==> src/hw/adcf_pkg.sv <==
// Constants shared by the feature register bank and its sync/oscillator
// helper. Assumes one 50 MHz clock and 13-bit serial port addresses.
package adcf_pkg;
    localparam int          ADDR_W          = 13;
    localparam int          INSTR_BITS      = 16;
    localparam int          BYTE_BITS       = 8;
    // Register offsets.
    localparam logic [12:0] ADDR_PAT1_HIGH  = 13'h001A;
    localparam logic [12:0] ADDR_PAT2_LOW   = 13'h001B;
    localparam logic [12:0] ADDR_PAT2_HIGH  = 13'h001C;
    localparam logic [12:0] ADDR_SIG_LOW    = 13'h0024;
    localparam logic [12:0] ADDR_OVR_CTL    = 13'h002A;
    localparam logic [12:0] ADDR_OUT_ASSIGN = 13'h002E;
    localparam logic [12:0] ADDR_SYNC_CTL   = 13'h0100;
    localparam logic [12:0] ADDR_MISC_CTL   = 13'h0101;
    // Reset values.
    localparam logic [7:0]  RST_PATTERN     = 8'h00;
    localparam logic [7:0]  RST_OVR_CTL     = 8'h01;
    localparam logic [7:0]  RST_ASSIGN_A    = 8'h00;
    localparam logic [7:0]  RST_ASSIGN_B    = 8'h01;
    localparam logic [7:0]  RST_SYNC_CTL    = 8'h01;
    localparam logic [7:0]  RST_MISC_CTL    = 8'h88;
    // Field positions.
    localparam int          SYNC_MASTER_BIT = 0;
    localparam int          SYNC_DIV_BIT    = 1;
    localparam int          SYNC_ONCE_BIT   = 2;
    localparam int          MISC_PD_OFF_BIT = 0;
    localparam int          MISC_RUN_OSC    = 2;
    localparam int          MISC_DETECT_BIT = 3;
    localparam int          MISC_OE_PIN_BIT = 7;
    localparam int          INSTR_READ_BIT  = 15;
    // Timing: sample rate below which the slow-rate detector fires.
    localparam int          CLK_MHZ         = 50;
    localparam int          LOW_RATE_MSPS   = 5;
    localparam int          LOW_RATE_CYC    = CLK_MHZ / LOW_RATE_MSPS;
endpackage

==> src/hw/adcf_ctl_if.sv <==
// Control and status carried between the register bank and the sync and
// oscillator helper. Both ends sit on the same clock.
interface adcf_ctl_if;
    logic master_en;
    logic div_sync_en;
    logic next_only;
    logic detect_en;
    logic run_osc;
    logic sync_clear;
    logic osc_on;
    logic div_tick;

    modport regs (output master_en, div_sync_en, next_only, detect_en,
                  run_osc, input sync_clear, osc_on, div_tick);
    modport core (input master_en, div_sync_en, next_only, detect_en,
                  run_osc, output sync_clear, osc_on, div_tick);
endinterface

==> src/hw/adcf_regs.sv <==
// Digital feature register bank of a dual-channel converter, reached over
// its three-wire serial control port, plus pin-level feature controls.
// Assumes serial pins, sync, encode clock and the output-disable pin are
// asynchronous to ref_clk and are slow against its 50 MHz rate.
// Behaviour
// - Pattern words split into reset-zero byte registers.
// - Sync functions need master sync enable set.
// - Divider sees sync only with both enables.
// - Next-only low realigns divider every pulse.
// - Next-only high aligns to first pulse only.
// - Divider sync enable self-clears after a next-only sync.
// - Control bit decides if output-disable pin counts.
// - Detect bit starts oscillator below 5 MSPS.
// - Run bit forces oscillator on always.
// - Set bit removes serial data pin pull-down.
module adcf_regs
    import adcf_pkg::*;
#(
    parameter int DIV_RATIO = 4
) (
    input  wire logic        ref_clk,
    input  wire logic        rst,
    input  wire logic        sclk,
    input  wire logic        csb,
    input  wire logic        sdio_in,
    output logic             sdio_out,
    output logic             sdio_oe,
    input  wire logic        sync_in,
    input  wire logic        enc_clk_in,
    input  wire logic        output_disable_pin,
    input  wire logic [1:0]  chan_select,
    input  wire logic        signature_bit,
    output logic [7:0]       user_pattern_one_high,
    output logic [15:0]      user_pattern_two,
    output logic [1:0]       overrange_pin_en,
    output logic [1:0]       output_channel_sel,
    output logic             divider_tick,
    output logic             osc_on,
    output logic             data_outputs_en,
    output logic             sdio_pulldown_en
);
    typedef enum logic [1:0] {ADCF_IDLE, ADCF_INSTR, ADCF_DATA} adcf_state_e;

    adcf_ctl_if ctl ();

    // Synchroniser chains; stage 1 feeds only stage 2.
    logic [2:0] sclk_s;
    logic [1:0] csb_s, sdio_s, sync_s, enc_s, oeb_s;
    logic       sync_d, enc_d;

    adcf_state_e state, next_state;
    logic [4:0]  bit_cnt, next_bit_cnt;
    logic [15:0] shift_in, next_shift_in;
    logic [7:0]  shift_out, next_shift_out;
    logic [12:0] addr, next_addr;
    logic        is_read, next_is_read;
    logic        next_sdio_out, next_sdio_oe;
    logic        wr_strobe;
    logic [7:0]  wr_data;
    logic        sclk_rise, sclk_fall;

    logic [7:0]  pat1_high, pat2_low, pat2_high, sync_ctl, misc_ctl;
    logic [7:0]  next_pat1_high, next_pat2_low, next_pat2_high;
    logic [7:0]  next_sync_ctl, next_misc_ctl;
    logic [1:0]  ovr_en, next_ovr_en, assign_sel, next_assign_sel;
    logic        sig_bit;

    // Readback of one byte; unmapped and open bits read as zero.
    function automatic logic [7:0] read_mux(input logic [12:0] a);
        logic       ch;
        logic [7:0] v;
        ch = !chan_select[0];
        v  = 8'h00;
        unique case (a)
            ADDR_PAT1_HIGH:  v = pat1_high;
            ADDR_PAT2_LOW:   v = pat2_low;
            ADDR_PAT2_HIGH:  v = pat2_high;
            ADDR_SIG_LOW:    v = {7'h00, sig_bit};
            ADDR_OVR_CTL:    v = {7'h00, ovr_en[ch]};
            ADDR_OUT_ASSIGN: v = {7'h00, assign_sel[ch]};
            ADDR_SYNC_CTL:   v = {5'h00, sync_ctl[2:0]};
            ADDR_MISC_CTL:   v = {misc_ctl[7], 3'h0, misc_ctl[3:2],
                                  1'b0, misc_ctl[0]};
            default:         v = 8'h00;
        endcase
        return v;
    endfunction

    assign sclk_rise = sclk_s[1] && !sclk_s[2];
    assign sclk_fall = !sclk_s[1] && sclk_s[2];

    // Serial port sequencer: 16-bit instruction, then streamed data bytes.
    always_comb begin
        next_state     = state;
        next_bit_cnt   = bit_cnt;
        next_shift_in  = shift_in;
        next_shift_out = shift_out;
        next_addr      = addr;
        next_is_read   = is_read;
        next_sdio_out  = sdio_out;
        next_sdio_oe   = sdio_oe;
        wr_strobe      = 1'b0;
        wr_data        = shift_in[7:0];
        if (csb_s[1]) begin
            next_state   = ADCF_IDLE;
            next_sdio_oe = 1'b0;
        end else begin
            unique case (state)
                ADCF_IDLE: begin
                    next_state   = ADCF_INSTR;
                    next_bit_cnt = 5'h00;
                end
                ADCF_INSTR: if (sclk_rise) begin
                    next_shift_in = {shift_in[14:0], sdio_s[1]};
                    next_bit_cnt  = bit_cnt + 5'h01;
                    if (bit_cnt == 5'(INSTR_BITS - 1)) begin
                        next_state     = ADCF_DATA;
                        next_bit_cnt   = 5'h00;
                        next_is_read   = shift_in[INSTR_READ_BIT - 1];
                        next_addr      = {shift_in[11:0], sdio_s[1]};
                        next_shift_out = read_mux({shift_in[11:0],
                                                   sdio_s[1]});
                    end
                end
                ADCF_DATA: begin
                    if (sclk_fall && is_read) begin
                        next_sdio_out  = shift_out[7];
                        next_sdio_oe   = 1'b1;
                        next_shift_out = {shift_out[6:0], 1'b0};
                    end
                    if (sclk_rise) begin
                        next_shift_in = {shift_in[14:0], sdio_s[1]};
                        next_bit_cnt  = bit_cnt + 5'h01;
                        if (bit_cnt == 5'(BYTE_BITS - 1)) begin
                            wr_strobe      = !is_read;
                            wr_data        = {shift_in[6:0], sdio_s[1]};
                            next_bit_cnt   = 5'h00;
                            next_addr      = addr + 13'h0001;
                            next_shift_out = read_mux(addr + 13'h0001);
                        end
                    end
                end
            endcase
        end
    end

    // Register writes; a hardware clear of the divider enable loses to a
    // write of one in the same cycle so software intent is never dropped.
    always_comb begin
        next_pat1_high  = pat1_high;
        next_pat2_low   = pat2_low;
        next_pat2_high  = pat2_high;
        next_ovr_en     = ovr_en;
        next_assign_sel = assign_sel;
        next_misc_ctl   = misc_ctl;
        next_sync_ctl   = sync_ctl;
        if (ctl.sync_clear)
            next_sync_ctl[SYNC_DIV_BIT] = 1'b0;
        if (wr_strobe) begin
            unique case (addr)
                ADDR_PAT1_HIGH: next_pat1_high = wr_data;
                ADDR_PAT2_LOW:  next_pat2_low  = wr_data;
                ADDR_PAT2_HIGH: next_pat2_high = wr_data;
                ADDR_OVR_CTL: begin
                    if (chan_select[0])
                        next_ovr_en[0] = wr_data[0];
                    if (chan_select[1])
                        next_ovr_en[1] = wr_data[0];
                end
                ADDR_OUT_ASSIGN: begin
                    if (chan_select[0])
                        next_assign_sel[0] = wr_data[0];
                    if (chan_select[1])
                        next_assign_sel[1] = wr_data[0];
                end
                ADDR_SYNC_CTL:  next_sync_ctl = {5'h00, wr_data[2:0]};
                ADDR_MISC_CTL:  next_misc_ctl = wr_data;
                // The signature byte has no write path at all.
                default: ;
            endcase
        end
    end

    assign ctl.master_en   = sync_ctl[SYNC_MASTER_BIT];
    assign ctl.div_sync_en = sync_ctl[SYNC_DIV_BIT];
    assign ctl.next_only   = sync_ctl[SYNC_ONCE_BIT];
    assign ctl.detect_en   = misc_ctl[MISC_DETECT_BIT];
    assign ctl.run_osc     = misc_ctl[MISC_RUN_OSC];

    // All state of the bank, including the pin-facing outputs.
    always_ff @(posedge ref_clk) begin
        if (rst) begin
            sclk_s     <= 3'h0;
            csb_s      <= 2'h3;
            sdio_s     <= 2'h0;
            sync_s     <= 2'h0;
            enc_s      <= 2'h0;
            oeb_s      <= 2'h0;
            sync_d     <= 1'b0;
            enc_d      <= 1'b0;
            state      <= ADCF_IDLE;
            bit_cnt    <= 5'h00;
            shift_in   <= 16'h0000;
            shift_out  <= 8'h00;
            addr       <= 13'h0000;
            is_read    <= 1'b0;
            sdio_out   <= 1'b0;
            sdio_oe    <= 1'b0;
            pat1_high  <= RST_PATTERN;
            pat2_low   <= RST_PATTERN;
            pat2_high  <= RST_PATTERN;
            ovr_en     <= {RST_OVR_CTL[0], RST_OVR_CTL[0]};
            assign_sel <= {RST_ASSIGN_B[0], RST_ASSIGN_A[0]};
            sync_ctl   <= RST_SYNC_CTL;
            misc_ctl   <= RST_MISC_CTL;
            sig_bit    <= 1'b0;
            data_outputs_en  <= 1'b1;
            sdio_pulldown_en <= 1'b1;
        end else begin
            sclk_s     <= {sclk_s[1:0], sclk};
            csb_s      <= {csb_s[0], csb};
            sdio_s     <= {sdio_s[0], sdio_in};
            sync_s     <= {sync_s[0], sync_in};
            enc_s      <= {enc_s[0], enc_clk_in};
            oeb_s      <= {oeb_s[0], output_disable_pin};
            sync_d     <= sync_s[1];
            enc_d      <= enc_s[1];
            state      <= next_state;
            bit_cnt    <= next_bit_cnt;
            shift_in   <= next_shift_in;
            shift_out  <= next_shift_out;
            addr       <= next_addr;
            is_read    <= next_is_read;
            sdio_out   <= next_sdio_out;
            sdio_oe    <= next_sdio_oe;
            pat1_high  <= next_pat1_high;
            pat2_low   <= next_pat2_low;
            pat2_high  <= next_pat2_high;
            ovr_en     <= next_ovr_en;
            assign_sel <= next_assign_sel;
            sync_ctl   <= next_sync_ctl;
            misc_ctl   <= next_misc_ctl;
            sig_bit    <= signature_bit;
            // The pin only counts while its control bit is set.
            data_outputs_en  <= !(misc_ctl[MISC_OE_PIN_BIT] && oeb_s[1]);
            sdio_pulldown_en <= !misc_ctl[MISC_PD_OFF_BIT];
        end
    end

    assign user_pattern_one_high = pat1_high;
    assign user_pattern_two      = {pat2_high, pat2_low};
    assign overrange_pin_en      = ovr_en;
    assign output_channel_sel    = assign_sel;
    assign divider_tick          = ctl.div_tick;
    assign osc_on                = ctl.osc_on;

    adcf_sync_core #(
        .DIV_RATIO (DIV_RATIO)
    ) u_core (
        .ref_clk    (ref_clk),
        .rst        (rst),
        .sync_pulse (sync_s[1] && !sync_d),
        .enc_edge   (enc_s[1] && !enc_d),
        .ctl        (ctl.core)
    );
endmodule

==> src/hw/adcf_sync_core.sv <==
// Reference clock divider with sync realignment and the slow-rate oscillator
// control. Assumes sync and encode edges arrive as one-cycle pulses that
// were already synchronised to ref_clk.
module adcf_sync_core
    import adcf_pkg::*;
#(
    parameter int DIV_RATIO = 4
) (
    input  wire logic ref_clk,
    input  wire logic rst,
    input  wire logic sync_pulse,
    input  wire logic enc_edge,
    adcf_ctl_if.core  ctl
);
    logic [7:0] div_cnt, next_div_cnt;
    logic [7:0] per_cnt, next_per_cnt;
    logic       low_rate, next_low_rate;
    logic       next_sync_clear, next_osc_on, next_div_tick;
    logic       sync_gate;

    // Sync pulses reach the divider only with both enables set.
    assign sync_gate = sync_pulse && ctl.master_en && ctl.div_sync_en;

    // Next state of divider, period meter and oscillator request.
    always_comb begin
        next_div_cnt    = div_cnt + 8'h01;
        next_div_tick   = 1'b0;
        next_sync_clear = 1'b0;
        if (div_cnt == 8'(DIV_RATIO - 1)) begin
            next_div_cnt  = 8'h00;
            next_div_tick = 1'b1;
        end
        if (sync_gate) begin
            next_div_cnt    = 8'h00;
            next_div_tick   = 1'b0;
            // Dropping the enable is what makes later pulses ignored.
            next_sync_clear = ctl.next_only;
        end
        next_per_cnt = enc_edge ? 8'h00 : per_cnt;
        if (!enc_edge && per_cnt < 8'(LOW_RATE_CYC))
            next_per_cnt = per_cnt + 8'h01;
        next_low_rate = low_rate;
        if (!ctl.detect_en)
            next_low_rate = 1'b0;
        else if (per_cnt >= 8'(LOW_RATE_CYC))
            next_low_rate = 1'b1;
        else if (enc_edge)
            next_low_rate = 1'b0;
        // The forced run bit overrides whatever the detector says.
        next_osc_on = ctl.run_osc || (ctl.detect_en && low_rate);
    end

    // Registers only.
    always_ff @(posedge ref_clk) begin
        if (rst) begin
            div_cnt        <= 8'h00;
            per_cnt        <= 8'h00;
            low_rate       <= 1'b0;
            ctl.sync_clear <= 1'b0;
            ctl.osc_on     <= 1'b0;
            ctl.div_tick   <= 1'b0;
        end else begin
            div_cnt        <= next_div_cnt;
            per_cnt        <= next_per_cnt;
            low_rate       <= next_low_rate;
            ctl.sync_clear <= next_sync_clear;
            ctl.osc_on     <= next_osc_on;
            ctl.div_tick   <= next_div_tick;
        end
    end
endmodule

==> config.mk <==
export PLATFORM = sky130hd
export DESIGN_NAME = adcf_regs
export DESIGN_NICKNAME = d
export VERILOG_FILES = /design/src/hw/adcf_pkg.sv /design/src/hw/adcf_ctl_if.sv /design/src/hw/adcf_regs.sv /design/src/hw/adcf_sync_core.sv
export SDC_FILE = /design/constraint.sdc
export NUM_CORES = 1
export LEC_CHECK = 0
export BUFFER_PORTS_ARGS = -buffer_cell sky130_fd_sc_hd__buf_2
export CAP_MARGIN = 5
export CORE_ASPECT_RATIO = 0.6
export CORE_MARGIN = 2
export CORE_UTILIZATION = 65
export DETAILED_ROUTE_END_ITERATION = 7
export GPL_TIMING_DRIVEN = 0
export PLACE_DENSITY = 0.85
export SYNTH_ARGS = -nofsm -noshare
export SYNTH_HDL_FRONTEND = slang
export SYNTH_SLANG_ARGS = --single-unit
==> constraint.sdc <==
create_clock -name ref_clk -period 5.2 [get_ports ref_clk]
set_clock_uncertainty 0.2 [all_clocks]
set_input_delay 0.26 -clock ref_clk [delete_from_list [all_inputs] [get_ports ref_clk]]
set_output_delay 0.26 -clock ref_clk [all_outputs]
set_load 0.005 [all_outputs]
== After elaboration in Yosys (flattened, before gate mapping) ==
Cells that the tools add are included.

* Muxes and demuxes: 41
* Reductions and logical operators: 48
* Equal/unequal tests: 32
* Add/sub/neg operators: 4
* Magnitude comparators: 3
* Bitwise operators: 3

{| class="wikitable"
|+ Operator list
! operator !! number
|-
| $pmux 8 s8 || 2
|-
| $eq 13x5->1 const B || 9
|-
| $eq 13x6->1 const B || 8
|-
| $mux 8 || 11
|-
| $eq 13x9->1 const B || 6
|-
| $mux 13 || 4
|-
| $pmux 13 s2 || 1
|-
| $reduce_and 3->1 || 8
|-
| $mux 5 || 4
|-
| $add 8x1->8 const B || 2
|-
| $pmux 8 s2 || 1
|-
| $pmux 5 s3 || 1
|-
| $add 13x1->13 const B || 1
|-
| $mux 1 || 12
|-
| $reduce_and 2->1 || 6
|-
| $logic_and 1x1->1 || 10
|-
| $reduce_or 2->1 || 5
|-
| $logic_not 1->1 || 9
|-
| $eq 8x2->1 const B || 1
|-
| $ge 8x4->1 const B || 1
|-
| $lt 8x4->1 const B || 1
|-
| $mux 2 || 4
|-
| $ne 2x2->1 const B || 4
|-
| $reduce_and 4->1 || 2
|-
| other kinds (13) || 18
|}

* Bits of input ports: 11
* Output and inout bits: 34
* Logic and storage cells: 166
* Bits in registers: 123

== Longest topological paths before layout ==
* Word-level depth: 7
* Mapped depth: 11

== Hierarchy ==
Synthesis repeated with hierarchy kept, for this count alone.

* Cells, all modules: 771
* Area, all modules: 6,318.6 um^2

{| class="wikitable"
|+ Modules (own cells, without submodules)
! module !! instances !! area an instance (um^2) !! cells each
|-
| adcf_regs || 1 || 5,491.5 || 688
|-
| adcf_sync_core || 1 || 827.0 || 83
|}

== Least setup slack after synthesis ==
No wires, ideal clock.

* Path type: register to register
* Start point: register state[0]
* End point: register pat2_low[0]
* Path slack: 2.489 ns
* Library setup time: 0.128 ns
* Period minus slack after synthesis: 2.711 ns
* Data required time: 4.872 ns
* Stages on the path, launching flop included: 11
* Arrival time: 2.384 ns
* Cell sequence: dfxtp_1 > inv_1 > ha_1 > clkbuf_1 > nand4bb_1 > or4_4 > or4_4 > nor3b_2 > buf_6 > mux2i_1 > nor2_1

* Cells in the longest elaborated chain, start to end: 4
* Elaborated cells between the ends (all ways): 6
* Classes of those cells: eq/ne (1); mux (4); reduce/logical (1)

{| class="wikitable"
|+ RTL lines
! what !! RTL line !! RTL
|-
| start: declaration || adcf_regs.sv:51 || <nowiki>adcf_state_e state, next_state;</nowiki>
|-
| start signal: assignment || adcf_regs.sv:228 || <nowiki>state <= next_state;</nowiki>
|-
| $eq 2x2->1 (*) || adcf_regs.sv:108 || <nowiki>unique case (state)</nowiki>
|-
| $mux 1 || adcf_regs.sv:108 ||
|-
| $mux 1 || adcf_regs.sv:104 || <nowiki>if (csb_s[1]) begin</nowiki>
|-
| $reduce_and 2->1 (no source line) || -- ||
|-
| end signal: assignment || adcf_regs.sv:237 || <nowiki>pat2_low <= next_pat2_low;</nowiki>
|-
| end: declaration || adcf_regs.sv:62 || <nowiki>logic [7:0] pat1_high, pat2_low, pat2_high, sync_ctl, misc_ctl;</nowiki>
|}

Mark *: on every way between the ends. The rest lies on a longest branch, timed or not.
A chain may end at the register's enable or synchronous reset.

== Final worst setup path ==
* Start point: register bit_cnt[0]
* End point: register misc_ctl[3]

* Cells in the longest elaborated chain, start to end: 6
* Elaborated cells between the ends (all ways): 10
* Classes of those cells: eq/ne (1); mux (8); reduce/logical (1)

{| class="wikitable"
|+ RTL lines
! what !! RTL line !! RTL
|-
| start: declaration || adcf_regs.sv:52 || <nowiki>logic [4:0] bit_cnt, next_bit_cnt;</nowiki>
|-
| start signal: assignment || adcf_regs.sv:229 || <nowiki>bit_cnt <= next_bit_cnt;</nowiki>
|-
| $eq 5x3->1 (*) || adcf_regs.sv:134 || <nowiki>if (bit_cnt == 5'(BYTE_BITS - 1)) begin</nowiki>
|-
| $mux 1 || adcf_regs.sv:134 ||
|-
| $mux 1 || adcf_regs.sv:131 || <nowiki>if (sclk_rise) begin</nowiki>
|-
| $mux 1 || adcf_regs.sv:108 ||
|-
| $mux 1 || adcf_regs.sv:104 ||
|-
| $reduce_and 2->1 (no source line) || -- ||
|-
| end signal: assignment || adcf_regs.sv:242 || <nowiki>misc_ctl <= next_misc_ctl;</nowiki>
|-
| end: declaration || adcf_regs.sv:62 ||
|}

Marked as above.

==> reports/results.txt <==
Reg2reg end: misc_ctl[3]
Global-route wire length before repair: 32000 um
Register area share after synthesis: 0.377
Pint: 1630 uW
Antenna viol nets, final: 0
Yosys top cell area share: 0.377
Wire per inst: 21.4 um
Fraction of layout cells with a size suffix above 1: 0.146
Worst r2r path cells: 6
Multi-input gate area in the final layout: 3660 um^2
Layout area overhead: 16.6%
Critical Path Start Type: register
Most frequent cell after synthesis: dfxtp_1
Sequential share of power: 0.436
Comb power frac: 0.030
DRC viols: 0
Hold Path End: overrange_pin_en[0]
Core area: 9320 um^2
Net Sw Frac: 0.237
Clock Latency Late Sink: 0.43 ns
# fillers: 633
# port buffers: 44
H-Tree Depth: 4
HP Start: chan_select[0]
Netlist Area Pre-Place: 6320 um^2
Tmin final: 3.53 ns
Slew HR: 0.281
Global placement routability congestion: 1.03
Drt first pass iters: 8
Crit path required time: 5.31 ns
Root buffer cell: clkbuf_16
Slew Viols, Final: 0
EDFF count, synth: 0
Hold WC Path Type: in -> reg
Via/cell ratio: 6.73
RSZ-0062 raised after global routing: no
Drt first-iter violations: 1089
Worst-path fanout max: 9
Synth Register Bits: 119
GRT Total Usage: 0.397
Syn_area_per_cell: 8.52 um^2
Max Freq: 0.283 GHz
Slew of the pin with the lowest slew margin: 1.07 ns
Leak pwr: 0.00276 uW
Final wirelength: 20500 um
Syn Inst Count: 742
Reg clk slew, reported paths: 0.06 ns
HPWL Detailed: 14200 um
YS warnings: 0
ANT cells: 0
Initial antenna violation count: 0
Switching power total: 507 uW
Max-Cap Viols: 0
Worst slack, placed: 1.93 ns
Cell taking the most area after synthesis: dfxtp_1
Setup Fix Bufs, Post-CTS: 0
Fin. Hold Viols: 0
Clock Path Buffers: 2
Die width: 131 um
Status: completed
Crit share post-route: 0.680
Clk sink count: 119
Total gr overflow: 0
Nets: 839
Post-Syn Nets: 767
Max VDD drop: 0.267 mV
Critical path endpoint category: register
PwrDens: 290 nW/um^2
Synth top area cells: dfxtp_1 38%, mux2i_1 7.1%, nor2_1 4.9%
Critical path arrival: 3.65 ns
Row Count: 27
Crit path kind: reg -> reg
Die Height: 80.4 um
Netlist cell types: 73
Most frequent cells after synthesis: 119 x dfxtp_1, 82 x nor2_1, 60 x nand2_1, 49 x a21oi_1, 45 x mux2i_1
Setup_tns: 0 ns
Largest net degree at the start of global routing: 17
Setup violators final: 0
RR Startpoint: bit_cnt[0]
Initial Util: 0.678
FF-to-FF setup slack: 1.67 ns
Total die area: 10600 um^2
Clk pwr share: 0.534
CTS tree: yes
CTS buffer count: 17
Register area: 2380 um^2
Post-synth top flop: dfxtp_1
Vias in the first global route: 5942
CTS resizes: 0
Vias: 6438
Final WS setup: 1.67 ns
Ports: 45
Post-synth ARST share: 0
Hold Path Stages: 4
==> state kept, by name (all words and copies together), names as in the netlist, 2 cells and up <==
signal	cells
addr	13
bit_cnt	5
csb_s	2
enc_s	2
misc_ctl	4
oeb_s	2
output_channel_sel	2
overrange_pin_en	2
pat2_high	8
pat2_low	8
sclk_s	3
sdio_s	2
shift_in	15
shift_out	8
state	2
sync_ctl	3
sync_s	2
u_core.div_cnt	8
u_core.per_cnt	8
user_pattern_one_high	8
==> per-layer routing <==
layer	global-route usage	up-vias	share of wire
met5	0	-	0
met4	0.135	0	0.025
met3	0.154	77	0.15
met2	0.572	529	0.40
met1	0.543	2998	0.42
li1	-	2834	-
==> worst max path at each step <==
stage | from | endpoint | slack, ns | cells past startpoint
4_1_cts | bit_cnt[0] | misc_ctl[3] | 1.85 | 6
5_1_grt | bit_cnt[0] | shift_out[6] | 1.62 | 10
3_5_place_dp | addr[1] | shift_out[0] | 1.93 | 8
6_report | bit_cnt[0] | misc_ctl[3] | 1.67 | 6
3_3_place_gp | addr[1] | shift_out[0] | 1.95 | 8
2_1_floorplan | state[0] | pat2_low[0] | 2.49 | 10
==> placed cells by master (no fill, tap or decap), drive strengths merged, types with 4 or more instances in the layout <==
| cell type | netlist | layout |
|---|---|---|
| and3 | 8 | 8 |
| mux2 | 10 | 10 |
| nor3b | 7 | 7 |
| nand3b | 9 | 9 |
| nand3 | 34 | 34 |
| clkbuf | 39 | 58 |
| a22oi | 14 | 14 |
| nand2 | 60 | 60 |
| nor3 | 15 | 15 |
| nor4 | 14 | 14 |
| dfxtp | 119 | 119 |
| xnor2 | 5 | 5 |
| dlygate4sd3 | 0 | 9 |
| clkinvlp | 0 | 4 |
| ha | 14 | 14 |
| xor2 | 7 | 7 |
| nor2b | 26 | 26 |
| a211oi | 10 | 10 |
| a21oi | 50 | 50 |
| or4 | 8 | 8 |
| a222oi | 5 | 5 |
| nor2 | 83 | 83 |
| or3 | 4 | 4 |
| buf | 12 | 56 |
| a31oi | 11 | 11 |
| mux2i | 45 | 45 |
| inv | 16 | 18 |
| a21o | 6 | 6 |
| a211o | 4 | 4 |
| or2 | 6 | 6 |
| and2 | 7 | 7 |
| nand2b | 14 | 14 |
| nand4 | 12 | 12 |
| o21ai | 25 | 25 |
| clkinv | 0 | 6 |
==> worst max-delay path, stage by stage, from the launching register on <==
cell and delay, ns:
dfxtp_1 0.36, ha_1 0.29, nor4bb_1 0.54, nand3_1 0.56
nor4_1 0.78, nand2_1 0.32, a211o_1 0.36
==> logic make-up (layout without fill, tap and decap cells) <==
| logic type | after synthesis | count (layout) | share of synthesized area |
|---|---|---|---|
| xor gates and xnor gates | 12 | 12 | 0.0166 |
| muxes | 57 | 57 | 0.0968 |
| and+or+nand+nor | 317 | 317 | 0.275 |
| AOI/OAI and AO/OA | 156 | 156 | 0.162 |
| DFF | 119 | 119 | 0.377 |
| adders and majority gates | 14 | 14 | 0.0277 |
| buffers and inverters | 67 | 152 | 0.0443 |
==> power by group through the flow <==
stage / clock [uW] / combinational, uW / sequential, uW
final: 1140 / 64.8 / 932
after global routing: 1180 / 68.7 / 933
after CTS: 1130 / 62.2 / 932
after detailed placement: 0 / 56.4 / 951
after global placement: 0 / 53.4 / 950
after floorplan: 0 / 35.4 / 948
==> what timing repair did <==
item                                   in CTS  in global routing
setup endpoints to repair                   0                  0
endpoints found under the hold margin      10                  0
hold buffers                                9                  0
==> cell type report <==
class,count,area share
clock buffer,19,0.0614
timing repair buffer,53,0.0421
multi-input combinational,556,0.497
tap,130,0.0221
inverter,16,0.00815
buffer,51,0.0299
sequential,119,0.323
clock inverter,13,0.0166
==> metrics by stage <==
step | total power (uW) | utilization | hold WS [ns] | instances | cell area, um^2
finish | 2140 | 0.791 | 0.0395 | 957 | 7370
global route | 2180 | 0.791 | 0.0771 | 957 | 7370
CTS | 2120 | 0.791 | 0.0402 | 957 | 7370
detailed placement | 1010 | 0.719 | 0.178 | 916 | 6710
global placement | 1000 | 0.719 | 0.175 | 916 | 6710
floorplan | 984 | - | 0.139 | 742 | 6320
Note: power is estimated with default switching activity, not from simulation.
